File: src/include/ddr2_timing_pkg.sv
package ddr2_timing_pkg;
    // Geometry
    localparam int NB     = 8;
    localparam int BW     = 3;
    localparam int AW     = 14;
    localparam int AP_BIT = 10;
    localparam int REF_POST_MAX = 8;
    localparam int OWED_W = 4;

    // Programmed latencies
    localparam int AL = 2;
    localparam int CL = 3;
    localparam int WL = AL + CL - 1;
    localparam int BL = 4;
    localparam int WR = 3;

    // Analog times in picoseconds, refresh window in milliseconds
    localparam int T_CK_PS   = 100000;
    localparam int T_RAS_PS  = 45000;
    localparam int T_RC_PS   = 60000;
    localparam int T_RP_PS   = 15000;
    localparam int T_RPA_PS  = 17500;
    localparam int T_RTP_PS  = 7500;
    localparam int T_WR_PS   = 15000;
    localparam int T_RFC_PS  = 127500;
    localparam int T_REFI_PS = 7800000;
    localparam int REF_WINDOW_MS = 64;

    // Least times round up, the refresh interval rounds down
    localparam int RAS_CYC  = (T_RAS_PS + T_CK_PS - 1) / T_CK_PS;
    localparam int RC_CYC   = (T_RC_PS + T_CK_PS - 1) / T_CK_PS;
    localparam int RP_CYC   = (T_RP_PS + T_CK_PS - 1) / T_CK_PS;
    localparam int RPA_CYC  = (T_RPA_PS + T_CK_PS - 1) / T_CK_PS;
    localparam int RTP_CYC  = (T_RTP_PS + T_CK_PS - 1) / T_CK_PS;
    localparam int TWR_CYC  = (T_WR_PS + T_CK_PS - 1) / T_CK_PS;
    localparam int RFC_CYC  = (T_RFC_PS + T_CK_PS - 1) / T_CK_PS;
    localparam int REFI_CYC = T_REFI_PS / T_CK_PS;
    localparam int RTP2_CYC = (RTP_CYC > 2) ? RTP_CYC : 2;

    // Least command spacings in cycles
    localparam int RD_PRE_CYC    = AL + BL / 2 + RTP2_CYC - 2;
    localparam int WR_PRE_CYC    = WL + BL / 2 + TWR_CYC;
    localparam int WR_AP_PRE_CYC = WL + BL / 2 + WR;
    localparam int RD_AP_ACT_CYC = RD_PRE_CYC + RP_CYC;
    localparam int DAL_CYC       = WR + RP_CYC;
    localparam int WR_AP_ACT_CYC = WL + BL / 2 + DAL_CYC;

    typedef logic [7:0] cnt_t;

    // Counter loads: a spacing of S cycles loads S-1
    localparam cnt_t RAS_LD      = cnt_t'(RAS_CYC - 1);
    localparam cnt_t RC_LD       = cnt_t'(RC_CYC - 1);
    localparam cnt_t RP_LD       = cnt_t'(RP_CYC - 1);
    localparam cnt_t RPA_LD      = cnt_t'(RPA_CYC - 1);
    localparam cnt_t RFC_LD      = cnt_t'(RFC_CYC - 1);
    localparam cnt_t REFI_LD     = cnt_t'(REFI_CYC - 1);
    localparam cnt_t RD_PRE_LD   = cnt_t'(RD_PRE_CYC - 1);
    localparam cnt_t WR_PRE_LD   = cnt_t'(WR_PRE_CYC - 1);
    localparam cnt_t WR_AP_LD    = cnt_t'(WR_AP_PRE_CYC - 1);
    localparam cnt_t RD_ACT_LD   = cnt_t'(RD_AP_ACT_CYC - 1);
    localparam cnt_t WR_ACT_LD   = cnt_t'(WR_AP_ACT_CYC - 1);
    localparam logic [AW-1:0] ROW_RST = 14'h0000;

    typedef enum logic [2:0] {
        CMD_NOP   = 3'h0,
        CMD_ACT   = 3'h1,
        CMD_RD    = 3'h2,
        CMD_WR    = 3'h3,
        CMD_PRE   = 3'h4,
        CMD_REF   = 3'h5,
        CMD_OTHER = 3'h6
    } cmd_t;

    function automatic cmd_t decode_cmd(input logic cs_n, input logic ras_n,
                                        input logic cas_n, input logic we_n);
        cmd_t c;
        c = CMD_NOP;
        if (!cs_n) begin
            case ({ras_n, cas_n, we_n})
                3'h3:    c = CMD_ACT;
                3'h5:    c = CMD_RD;
                3'h4:    c = CMD_WR;
                3'h2:    c = CMD_PRE;
                3'h1:    c = CMD_REF;
                3'h7:    c = CMD_NOP;
                default: c = CMD_OTHER;
            endcase
        end
        return c;
    endfunction

    // Pin pattern {cs_n, ras_n, cas_n, we_n}
    function automatic logic [3:0] cmd_pins(input cmd_t c);
        logic [3:0] p;
        case (c)
            CMD_ACT: p = 4'h3;
            CMD_RD:  p = 4'h5;
            CMD_WR:  p = 4'h4;
            CMD_PRE: p = 4'h2;
            CMD_REF: p = 4'h1;
            default: p = 4'hf;
        endcase
        return p;
    endfunction

    function automatic cnt_t cmax(input cnt_t a, input cnt_t b);
        return (a > b) ? a : b;
    endfunction
endpackage

File: src/include/ddr_cmd_if.sv
`timescale 1ns/1ps
`default_nettype none
interface ddr_cmd_if
    import ddr2_timing_pkg::*;
();
    logic          cs_n;
    logic          ras_n;
    logic          cas_n;
    logic          we_n;
    logic [AW-1:0] addr;
    logic [BW-1:0] ba;

    modport ctl (output cs_n, output ras_n, output cas_n, output we_n, output addr, output ba);
    modport dev (input cs_n, input ras_n, input cas_n, input we_n, input addr, input ba);
endinterface
`default_nettype wire

File: src/hdl/dram_cmd_sched.sv
`timescale 1ns/1ps
`default_nettype none
// Notes on behaviour
// RL1: Read/write without close bit leaves bank open
// RL2: Close bit high enables automatic bank precharge
// RL3: Read auto-close starts at AL plus BL/2
// RL4: Start waits for row-active and read-to-precharge
// RL5: Precharge time counts from actual start moment
// RL6: Read auto-close to activate: AL+tRTP+tRP
// RL7: Auto-close never before two clocks past prefetch
// RL8: Reactivate after precharge time and row cycle
// RL9: Write auto-close after burst plus write recovery
// RL10: Write auto-close reactivate after last_data_to_activate_delay
// RL11: Read to precharge: AL+BL/2+max(RTP,2)-2
// RL12: Write to precharge: WL+BL/2+recovery
// RL13: Precharge to precharge needs one clock
// RL14: Read-to-precharge cycles rounded up
// RL15: Precharge period per bank from latest precharge
// RL16: Refresh on average every 7.8 us
// RL17: Refresh is CS, RAS, CAS low, WE high
// RL18: Refresh rows come from internal counter
// RL19: All banks idle tRP before refresh
// RL20: Refresh leaves banks idle; wait refresh cycle
// RL21: At most eight refreshes postponed
// RL22: Auto-close held off until array restore done
// RL23: Close bit picks all banks, else bank number
// RL24: Per-bank row-active, precharge, row-cycle timers
module dram_cmd_sched
    import ddr2_timing_pkg::*;
(
    // Clock and reset
    input  wire logic          ref_clk,
    input  wire logic          rst_n,
    // User requests
    input  wire logic          req_valid,
    input  wire cmd_t          req_cmd,
    input  wire logic [BW-1:0] req_bank,
    input  wire logic [AW-1:0] req_addr,
    output logic               req_taken,
    // Refresh status
    output logic               refresh_due,
    output logic [OWED_W-1:0]  refresh_owed,
    // Command bus
    ddr_cmd_if.ctl             cmd
);
    logic [NB-1:0]     open_v;
    logic [NB-1:0]     prew_zero;
    logic [NB-1:0]     actw_zero;
    logic              all_pre_ok;
    logic              none_open;
    logic              banks_rest;
    logic              legal;
    logic              do_ref;
    logic              force_pre;
    logic              take;
    cmd_t              issue_cmd;
    logic [BW-1:0]     issue_bank;
    logic [AW-1:0]     issue_addr;
    logic              issue_ap;
    logic              taken_q;
    logic              due_q;
    logic [OWED_W-1:0] owed_q;
    cnt_t              refi_q;
    cnt_t              rfc_q;
    logic [3:0]        pins_q;
    logic [AW-1:0]     addr_q;
    logic [BW-1:0]     ba_q;

    always_comb begin
        all_pre_ok = &prew_zero; // [RL13]
        none_open  = ~|open_v;
        banks_rest = &actw_zero;
        // Refresh only once every bank has closed and rested
        do_ref     = (owed_q != '0) && none_open && banks_rest && (rfc_q == '0); // [RL19] [RL20]
        // Eight owed: close all so the refresh can go out
        force_pre  = (owed_q >= OWED_W'(REF_POST_MAX)) && !none_open && all_pre_ok; // [RL21]
        case (req_cmd)
            CMD_ACT: legal = !open_v[req_bank] && actw_zero[req_bank] && (rfc_q == '0)
                             && (owed_q < OWED_W'(REF_POST_MAX)); // [RL8] [RL20] [RL21]
            CMD_RD:  legal = open_v[req_bank];
            CMD_WR:  legal = open_v[req_bank];
            CMD_PRE: legal = req_addr[AP_BIT] ? all_pre_ok : prew_zero[req_bank]; // [RL11] [RL12] [RL23]
            default: legal = 1'b0;
        endcase
        take = req_valid && !taken_q && legal && !do_ref && !force_pre;
        if (do_ref) begin
            issue_cmd  = CMD_REF;
            issue_bank = '0;
            issue_addr = '0;
        end else if (force_pre) begin
            issue_cmd  = CMD_PRE;
            issue_bank = '0;
            issue_addr = '0;
            issue_addr[AP_BIT] = 1'b1; // [RL23]
        end else if (take) begin
            issue_cmd  = req_cmd;
            issue_bank = req_bank;
            issue_addr = req_addr;
        end else begin
            issue_cmd  = CMD_NOP;
            issue_bank = '0;
            issue_addr = '0;
        end
        issue_ap = issue_addr[AP_BIT];
    end

    generate
        for (genvar b = 0; b < NB; b++) begin : g_bank
            logic hit;
            logic pre_hit;
            logic open_q;
            cnt_t prew_q;
            cnt_t actw_q;

            always_comb begin
                hit     = (issue_bank == BW'(b));
                pre_hit = (issue_cmd == CMD_PRE) && (issue_ap || hit);
            end

            always_ff @(posedge ref_clk) begin
                if (!rst_n) begin
                    open_q <= 1'b0;
                end else if (issue_cmd == CMD_ACT && hit) begin
                    open_q <= 1'b1;
                end else if ((issue_cmd == CMD_RD || issue_cmd == CMD_WR) && hit && issue_ap) begin
                    open_q <= 1'b0;
                end else if (pre_hit) begin
                    open_q <= 1'b0;
                end
            end

            // Earliest explicit precharge to this bank
            always_ff @(posedge ref_clk) begin
                if (!rst_n) begin
                    prew_q <= '0;
                end else if (issue_cmd == CMD_ACT && hit) begin
                    prew_q <= RAS_LD;
                end else if (issue_cmd == CMD_RD && hit) begin
                    prew_q <= cmax(prew_q, RD_PRE_LD); // [RL11] [RL14]
                end else if (issue_cmd == CMD_WR && hit) begin
                    prew_q <= cmax(prew_q, issue_ap ? WR_AP_LD : WR_PRE_LD); // [RL12]
                end else if (prew_q != '0) begin
                    prew_q <= prew_q - 1'b1;
                end
            end

            // Earliest activate to this bank
            always_ff @(posedge ref_clk) begin
                if (!rst_n) begin
                    actw_q <= '0;
                end else if (issue_cmd == CMD_ACT && hit) begin
                    actw_q <= RC_LD; // [RL8] [RL10]
                end else if (issue_cmd == CMD_RD && hit && issue_ap) begin
                    actw_q <= cmax(actw_q, RD_ACT_LD); // [RL6] [RL8]
                end else if (issue_cmd == CMD_WR && hit && issue_ap) begin
                    actw_q <= cmax(actw_q, WR_ACT_LD); // [RL10]
                end else if (pre_hit) begin
                    actw_q <= cmax(actw_q, issue_ap ? RPA_LD : RP_LD); // [RL15]
                end else if (actw_q != '0) begin
                    actw_q <= actw_q - 1'b1;
                end
            end

            assign open_v[b]    = open_q;
            assign prew_zero[b] = (prew_q == '0);
            assign actw_zero[b] = (actw_q == '0);
        end
    endgenerate

    // Interval rounds down to keep the average short
    always_ff @(posedge ref_clk) begin
        if (!rst_n) begin
            refi_q <= REFI_LD;
        end else if (refi_q == '0) begin
            refi_q <= REFI_LD; // [RL16]
        end else begin
            refi_q <= refi_q - 1'b1;
        end
    end

    always_ff @(posedge ref_clk) begin
        if (!rst_n) begin
            owed_q <= '0;
        end else if (refi_q == '0 && !do_ref) begin
            if (owed_q != 4'hf) begin
                owed_q <= owed_q + 1'b1;
            end
        end else if (refi_q != '0 && do_ref) begin
            owed_q <= owed_q - 1'b1;
        end
    end

    always_ff @(posedge ref_clk) begin
        if (!rst_n) begin
            rfc_q <= '0;
        end else if (do_ref) begin
            rfc_q <= RFC_LD; // [RL20]
        end else if (rfc_q != '0) begin
            rfc_q <= rfc_q - 1'b1;
        end
    end

    // Deselect when nothing is issued
    always_ff @(posedge ref_clk) begin
        if (!rst_n) begin
            pins_q  <= 4'hf;
            addr_q  <= '0;
            ba_q    <= '0;
            taken_q <= 1'b0;
            due_q   <= 1'b0;
        end else begin
            pins_q  <= cmd_pins(issue_cmd); // [RL17]
            addr_q  <= issue_addr;
            ba_q    <= issue_bank;
            taken_q <= take;
            due_q   <= (owed_q != '0);
        end
    end

    assign cmd.cs_n     = pins_q[3];
    assign cmd.ras_n    = pins_q[2];
    assign cmd.cas_n    = pins_q[1];
    assign cmd.we_n     = pins_q[0];
    assign cmd.addr     = addr_q;
    assign cmd.ba       = ba_q;
    assign req_taken    = taken_q;
    assign refresh_due  = due_q;
    assign refresh_owed = owed_q;
endmodule
`default_nettype wire

File: src/flat_wrapper.sv
// flat-port wrapper written by rule: the top's interface ports become plain ports
module dram_cmd_sched_flat import ddr2_timing_pkg::*;
  (ref_clk, rst_n, req_valid, req_cmd, req_bank, req_addr, req_taken, refresh_due, refresh_owed, cmd_cs_n, cmd_ras_n, cmd_cas_n, cmd_we_n, cmd_addr, cmd_ba);
  ddr_cmd_if cmd_i ();
  input  wire logic ref_clk;
  input  wire logic rst_n;
  input  wire logic req_valid;
  input  wire cmd_t req_cmd;
  input  wire logic [BW-1:0] req_bank;
  input  wire logic [AW-1:0] req_addr;
  output logic req_taken;
  output logic refresh_due;
  output logic [OWED_W-1:0] refresh_owed;
  output wire logic [$bits(cmd_i.cs_n)-1:0] cmd_cs_n;
  output wire logic [$bits(cmd_i.ras_n)-1:0] cmd_ras_n;
  output wire logic [$bits(cmd_i.cas_n)-1:0] cmd_cas_n;
  output wire logic [$bits(cmd_i.we_n)-1:0] cmd_we_n;
  output wire logic [$bits(cmd_i.addr)-1:0] cmd_addr;
  output wire logic [$bits(cmd_i.ba)-1:0] cmd_ba;
  assign cmd_cs_n = cmd_i.cs_n;
  assign cmd_ras_n = cmd_i.ras_n;
  assign cmd_cas_n = cmd_i.cas_n;
  assign cmd_we_n = cmd_i.we_n;
  assign cmd_addr = cmd_i.addr;
  assign cmd_ba = cmd_i.ba;
  dram_cmd_sched u_core (.ref_clk(ref_clk), .rst_n(rst_n), .req_valid(req_valid), .req_cmd(req_cmd), .req_bank(req_bank), .req_addr(req_addr), .req_taken(req_taken), .refresh_due(refresh_due), .refresh_owed(refresh_owed), .cmd(cmd_i));
endmodule
File: config.mk
export PLATFORM = sky130hd
export DESIGN_NAME = dram_cmd_sched_flat
export DESIGN_NICKNAME = d
export VERILOG_FILES = /design/src/include/ddr2_timing_pkg.sv /design/src/include/ddr_cmd_if.sv /design/src/hdl/dram_cmd_sched.sv /design/src/flat_wrapper.sv
export SDC_FILE = /design/constraint.sdc
export NUM_CORES = 1
export LEC_CHECK = 0
export BUFFER_PORTS_ARGS = -buffer_cell sky130_fd_sc_hd__buf_2
export CORE_ASPECT_RATIO = 1.1
export CORE_UTILIZATION = 25
export DETAILED_ROUTE_END_ITERATION = 10
export MAX_ROUTING_LAYER = met4
export PLACE_DENSITY_LB_ADDON = 0.1
export SYNTH_ARGS = -nofsm -noshare
export SYNTH_HDL_FRONTEND = slang
export SYNTH_SLANG_ARGS = --single-unit
export TNS_END_PERCENT = 5
File: constraint.sdc
create_clock -name ref_clk -period 5.2 [get_ports ref_clk]
set_input_delay 0.26 -clock ref_clk [delete_from_list [all_inputs] [get_ports ref_clk]]
set_output_delay 0.26 -clock ref_clk [all_outputs]
set_load 0.05 [all_outputs]
==> impl_metrics.json, run 1 <==
{
  "skew_ns": 0.01838,
  "grt_max_degree": 53,
  "setup.worst_path.start": "u_core.g_bank[7].prew_q[0]",
  "drive_above_1_share_pct": 13.05,
  "setup_tns_ns": 0,
  "wl_met1_um": 18470,
  "slew_violations": 0,
  "crit_arrival_ns": 5.12,
  "vias": 11303,
  "clk_transition_reported_paths_ns": 0.08,
  "slowest_stage": "nor3b_1",
  "met2_length_um": 18610,
  "tightest_slew_ns": 1.008,
  "fin_crit_sh_pct": 91.80,
  "synth-edff-count": 0,
  "cts_resized": 0,
  "rsz0062_at_grt": "no",
  "setup_viol": 0,
  "max_stage_delay_ns": 0.44,
  "cts_tree": "built",
  "port_buffers": 49,
  "wl_per_cell_um": 18.15,
  "grt_pass1_wl_um": 62620,
  "final_common_cell": "nor2_1",
  "criticalPathCategory": "reg -> reg",
  "antenna_left": 0,
  "dieArea_um2": 46930,
  "antenna_found_initial": 1,
  "die_h_um": 227.1,
  "placedCellCount": 2137,
  "htreeDepth": 4,
  "syn-instance-count": 1469,
  "grt_use_total_pct": 17.96,
  "critical_path.top_delay_family": "simple AND/OR/NAND/NOR gates",
  "syn_to_final_growth_pct": 18.70,
  "wl_met3_um": 1538,
  "grt_pass1_vias": 10759,
  "r2r_end": "u_core.g_bank[5].prew_q[5]",
  "peakVddDrop_uv": 273.2,
  "die_x_um": 206.6,
  "fin_nets": 1674,
  "rr_worst_depth": 20,
  "drv_cap": 0,
  "whs_endpoint": "u_core.cmd.ba[1]",
  "powerDensity_nw_per_um2": 572.6,
  "synth_ff_type": "dfxtp_1",
  "power_w": 0.007827,
  "wirelength_um": 39630,
  "gp_congestion": 0.8598,
  "hpwl_um": 30020,
  "pre_cts_ws_ns": 0.4891,
  "final_util_pct": 30.01,
  "yosys.area_share.adder_pct": 7.671,
  "final_cells": 2183,
  "async_flop_share_pct": 0,
  "yosys.area_share.xor_xnor_pct": 3.727,
  "initial_utilization_pct": 25.28,
  "start_kind": "flip-flop",
  "layout_common_cells": "nor2_1 (188), dfxtp_1 (179), nand2_1 (125), o21ai_0 (88)",
  "synth_top_family_by_area": "simple AND/OR/NAND/NOR gates",
  "synth_area_per_cell_um2": 7.839,
  "whs_path_depth": 2,
  "clock_latency_ns": 0.48,
  "max_freq_ghz": 0.2095,
  "multi_input_area_um2": 7487,
  "rrSetupSlack_ns": 0.43,
  "crit_chain": "inv_1 -> ha_1 -> nor3b_1 -> nand4_1 -> nor4_2 -> o2bb2ai_1 -> or3_1 -> a21oi_4 -> a21oi_2 -> inv_2 -> ha_1 -> a21o_1 -> a21oi_1 -> a41oi_1 -> nor2_1 -> and3_1 -> o31a_1 -> nand4b_1 -> xor2_1 -> nor2_1",
  "hold_viol_final": 0,
  "cp.required_ns": 5.54,
  "ys_seq_area_share_pct": 31.12,
  "crit_path_end_kind": "flip-flop",
  "critPathBufInv": 2,
  "synth.net_count": 1562,
  "syn-cell-area_um2": 11520,
  "rows": 82,
  "top_layer_used": "met4",
  "io_pins": 50,
  "cts_buffers": 17,
  "root_buffer": "clkbuf_16",
  "status": "complete, no violations",
  "drtIter0Drc": 700,
  "ff_latch_area_um2": 3583,
  "slew_headroom_pct": 32.50,
  "yosys_warnings": 0,
  "synth_compound_area_share_pct": 21.03,
  "drc": 0,
  "clockBufferDepth": 2,
  "setup_slack_ns": 0.4263,
  "fill_cells": 4957,
  "power.leakage_nw": 5.505,
  "muxShareOfSynthArea_pct": 2.814,
  "holdCritStartpoint": "req_bank[1]",
  "grt_overflow": 0,
  "drt-pass1-iter-count": 5,
  "core_um2": 45550,
  "path_max_fanout": 12,
  "clkSinkCount": 179,
  "synth_cell_type_count": 92,
  "hold_class": "in -> reg",
  "layout_min_cycle_time_ns": 4.774,
  "r2r-start": "u_core.g_bank[7].prew_q[0]",
  "ys_ff_latch": 179,
  "viasPerCell": 5.178,
  "yosys.area_share.simple_pct": 29.74
}
where the power goes:
part	internal [W]	switching [W]
clock network	0.000676	0.000741
logic	0.00181	0.00233
registers	0.00179	0.000476
how the worst max path moves through the flow:
| stage | endpoint | slack [ns] | depth (start not counted) |
|---|---|---|---|
| floorplan | u_core.g_bank[6].prew_q[1] | 0.04 | 19 |
| global placement | u_core.g_bank[4].prew_q[1] | 0.61 | 20 |
| detailed placement | u_core.g_bank[2].prew_q[6] | 0.49 | 20 |
| CTS | u_core.g_bank[5].prew_q[5] | 0.47 | 20 |
| global route | u_core.g_bank[4].prew_q[1] | 0.04 | 20 |
| finish | u_core.g_bank[5].prew_q[5] | 0.43 | 20 |
synth_stat cells, types with 30 or more instances:
| library cell | number | area (um2) |
|---|---|---|
| a21oi_1 | 85 | 425.4 |
| and3_1 | 31 | 193.9 |
| clkbuf_1 | 32 | 120.1 |
| dfxtp_1 | 179 | 3583 |
| ha_1 | 69 | 863.3 |
| inv_1 | 56 | 210.2 |
| nand2_1 | 125 | 469.2 |
| nand3_1 | 61 | 305.3 |
| nand4_1 | 34 | 212.7 |
| nor2_1 | 188 | 705.7 |
| nor3_1 | 54 | 270.3 |
| nor4_1 | 34 | 212.7 |
| o21ai_0 | 88 | 440.4 |
| xor2_1 | 30 | 262.8 |
per-stage QoR:
stage                     instance area (um2)  hold WS, ns
after floorplan                         11520       0.3671
final                                   13670       0.2273
after global routing                    13670       0.2167
after CTS                               13670       0.1848
after global placement                  12900       0.3868
after detailed placement                12900       0.3914
cells by family (layout without fill, tap and decap cells):
kind of cell | count (synthesis) | in the layout
flops | 179 | 179
simple gates | 672 | 672
compound gates | 359 | 359
buf+inv | 111 | 236
fa+ha+maj | 70 | 70
mux | 29 | 29
other cells | 0 | 1
xor+xnor | 49 | 49
metal layers:
metal | GRT usage, % | vias to the layer above
met5 | - | -
met4 | 6.238 | 0
met3 | 2.963 | 47
met2 | 28.59 | 248
met1 | 22.84 | 5386
li1 | - | 5622
flip-flops by register name (all words and copies together), names as in the netlist:
register	count
u_core.g_bank.open_q	8
u_core.refresh_owed	4
u_core.cmd.addr	14
u_core.req_taken	1
u_core.refresh_due	1
u_core.refi_q	8
u_core.rfc_q	8
u_core.cmd.ba	3
u_core.pins_q	4
u_core.g_bank.actw_q	64
u_core.g_bank.prew_q	64
final cells by class:
class                           instances  share of cell area [%]
Inverter                               58                   1.593
Clock inverter                         15                   1.547
Multi-Input combinational cell       1179                   54.77
Antenna cell                            1                 0.01831
Tap cell                              588                   5.382
Timing Repair Buffer                  146                   7.359
Clock buffer                           17                   3.112
Sequential cell                       179                   26.22
repair_timing:
item                      4_1_cts  5_1_grt
hold endpoints to repair       13        0
setup buffers                   0        0
hold buffers                   13        0
No activity file was read; power rests on OpenSTA's default activity.
==> run 2, diff against run 1 <==
CTS_BUF_LIST = sky130_fd_sc_hd__clkbuf_8   (was unset)
GPL_ROUTABILITY_DRIVEN = 0   (was unset)
SKIP_LAST_GASP = 1   (was unset)
==> run 2 against run 1 <==
Against the previous run:
- count of clock-buffer cells in the layout unchanged
- final cell count about the same
- worst hold slack lost 0.063 ns
- final area decreased by 1.4%
- combinational power about the same
- flip-flop and latch count did not move
- critical path type unchanged
==> impl_metrics.json, run 2 (synthesis results as in run 1) <==
{
  "clkPwrFrac_pct": 14.5,
  "setup_viol": 0,
  "ff_latch_area_um2": 3583,
  "fin_crit_sh_pct": 93.15,
  "grt_max_degree": 53,
  "core_um2": 45550,
  "grt_pass1_vias": 10774,
  "start_kind": "flip-flop",
  "post_cts_buffers": 0,
  "status": "complete, no violations",
  "final_area_um2": 13480,
  "power.leakage_nw": 5.418,
  "whs_endpoint": "u_core.cmd.ba[2]",
  "intPower_w": 0.003993,
  "criticalPathCategory": "reg -> reg",
  "layout_min_cycle_time_ns": 4.844,
  "drtIter0Drc": 588,
  "rsz0062_at_grt": "no",
  "vias": 11292,
  "seqPwrFrac_pct": 30.2,
  "cts_tree": "built",
  "rrSetupSlack_ns": 0.36,
  "r2r_end": "u_core.g_bank[5].prew_q[5]",
  "max_freq_ghz": 0.2065,
  "rr_worst_depth": 20,
  "hold_buffers": 13,
  "dpl_cell_area_um2": 12900,
  "drc": 0,
  "setup.worst_path.start": "u_core.g_bank[7].prew_q[0]",
  "critPathBufInv": 2,
  "slew_headroom_pct": 35.76,
  "wirelength_um": 39790,
  "switching_share_pct": 46.81,
  "clockBufferDepth": 2,
  "clk_transition_reported_paths_ns": 0.12,
  "crit_path_end_kind": "flip-flop",
  "r2r-start": "u_core.g_bank[7].prew_q[0]",
  "tightest_slew_ns": 0.9593,
  "placedCellCount": 2137,
  "final_cells": 2185,
  "die_x_um": 206.6,
  "rows": 82,
  "drv_cap": 0,
  "setup_slack_ns": 0.3564,
  "pre_cts_ws_ns": 0.4891,
  "clock_latency_ns": 0.54,
  "viasPerCell": 5.168,
  "grt_overflow": 0,
  "path_max_fanout": 12,
  "p_comb_share_pct": 55.3,
  "dieArea_um2": 46930,
  "multi_input_area_um2": 7487,
  "port_buffers": 49,
  "wl_per_cell_um": 18.21,
  "htreeDepth": 4,
  "antenna_left": 0,
  "hold_class": "in -> reg",
  "whs_path_depth": 2,
  "drive_above_1_share_pct": 13.05,
  "crit_arrival_ns": 5.24,
  "slowest_stage": "nor3b_1",
  "power_switching_w": 0.003514,
  "crit_chain": "inv_1 -> ha_1 -> nor3b_1 -> nand4_1 -> nor4_2 -> o2bb2ai_1 -> or3_1 -> a21oi_4 -> a21oi_2 -> inv_2 -> ha_1 -> a21o_1 -> a21oi_1 -> a41oi_1 -> nor2_1 -> and3_1 -> o31a_1 -> nand4b_1 -> xor2_1 -> nor2_1",
  "cts_resized": 0,
  "critical_path.top_delay_family": "simple AND/OR/NAND/NOR gates",
  "fill_cells": 4979,
  "holdCritStartpoint": "req_bank[2]",
  "slew_violations": 0,
  "clkSinkCount": 179,
  "cts_buffers": 17,
  "root_buffer": "clkbuf_8",
  "fin_nets": 1674,
  "peakVddDrop_uv": 274.4,
  "grt_use_total_pct": 17.93,
  "setup_tns_ns": 0,
  "holdWs_ns": 0.1646,
  "drt-pass1-iter-count": 5,
  "powerDensity_nw_per_um2": 556.8,
  "skew_ns": 0.03158,
  "syn_to_final_growth_pct": 17.08,
  "max_stage_delay_ns": 0.47,
  "antenna_found_initial": 2,
  "cp.required_ns": 5.60,
  "io_pins": 50,
  "die_h_um": 227.1,
  "grt_pass1_wl_um": 62290,
  "hold_viol_final": 0,
  "layout_common_cells": "nor2_1 (188), dfxtp_1 (179), nand2_1 (125), o21ai_0 (88)",
  "final_common_cell": "nor2_1",
  "initial_utilization_pct": 25.28,
  "hpwl_um": 30020
}
==> run 2: changes by cell type in the layout (fill, tap and decap cells not counted) <==
cell	previous run	this run
clkbuf_16	17	0
clkbuf_8	0	17
diode_2	1	3
==> run 2: worst reg2reg max path, cell delays in order (launching register included) <==
cell and delay [ns]:
dfxtp_1 0.34, inv_1 0.14, ha_1 0.22, nor3b_1 0.47
nand4_1 0.25, nor4_2 0.39, o2bb2ai_1 0.18, or3_1 0.40
a21oi_4 0.18, a21oi_2 0.08, inv_2 0.27, ha_1 0.32
a21o_1 0.18, a21oi_1 0.13, a41oi_1 0.06, nor2_1 0.16
and3_1 0.22, o31a_1 0.37, nand4b_1 0.17, xor2_1 0.16
nor2_1 0.05
==> run 2: worst max path at each step <==
stage          slack (ns)  depth (start not counted)                          to
5_1_grt              0.04                         20  u_core.g_bank[4].prew_q[1]
3_3_place_gp         0.61                         20  u_core.g_bank[4].prew_q[1]
6_report             0.36                         20  u_core.g_bank[5].prew_q[5]
3_5_place_dp         0.49                         20  u_core.g_bank[2].prew_q[6]
2_1_floorplan        0.04                         19  u_core.g_bank[6].prew_q[1]
4_1_cts              0.46                         20  u_core.g_bank[5].prew_q[5]
==> run 2: layout make-up <==
| cell class | instances | share of cell area, % |
|---|---|---|
| timing repair buffer | 146 | 7.461 |
| clock inverter | 15 | 1.568 |
| sequential | 179 | 26.58 |
| antenna | 3 | 0.05568 |
| inverter | 58 | 1.615 |
| clock buffer | 17 | 1.735 |
| tap | 588 | 5.457 |
| multi-input combinational | 1179 | 55.53 |
==> run 2: power groups by stage <==
stage                     clock network [W]  logic [W]  registers [W]
after floorplan                           0    0.00303        0.00216
after global placement                    0    0.00413        0.00230
after detailed placement                  0    0.00413        0.00229
after CTS                           0.00115    0.00416        0.00226
after global routing                0.00120    0.00470        0.00234
final                               0.00109    0.00415        0.00226
==> run 2: metal layers <==
metal | vias up | part of all wire (%) | track usage (%)
li1 | 5619 | - | -
met1 | 5374 | 47 | 22.38
met2 | 233 | 46 | 27.78
met3 | 66 | 4.0 | 3.664
met4 | 0 | 3.4 | 7.898
met5 | - | 0 | -
==> run 2: through the flow <==
stage / util (%) / total power, W
floorplan: - / 0.005193
global placement: 28.32 / 0.006435
detailed placement: 28.32 / 0.006416
CTS: 29.58 / 0.007573
global route: 29.59 / 0.008237
finish: 29.60 / 0.007507
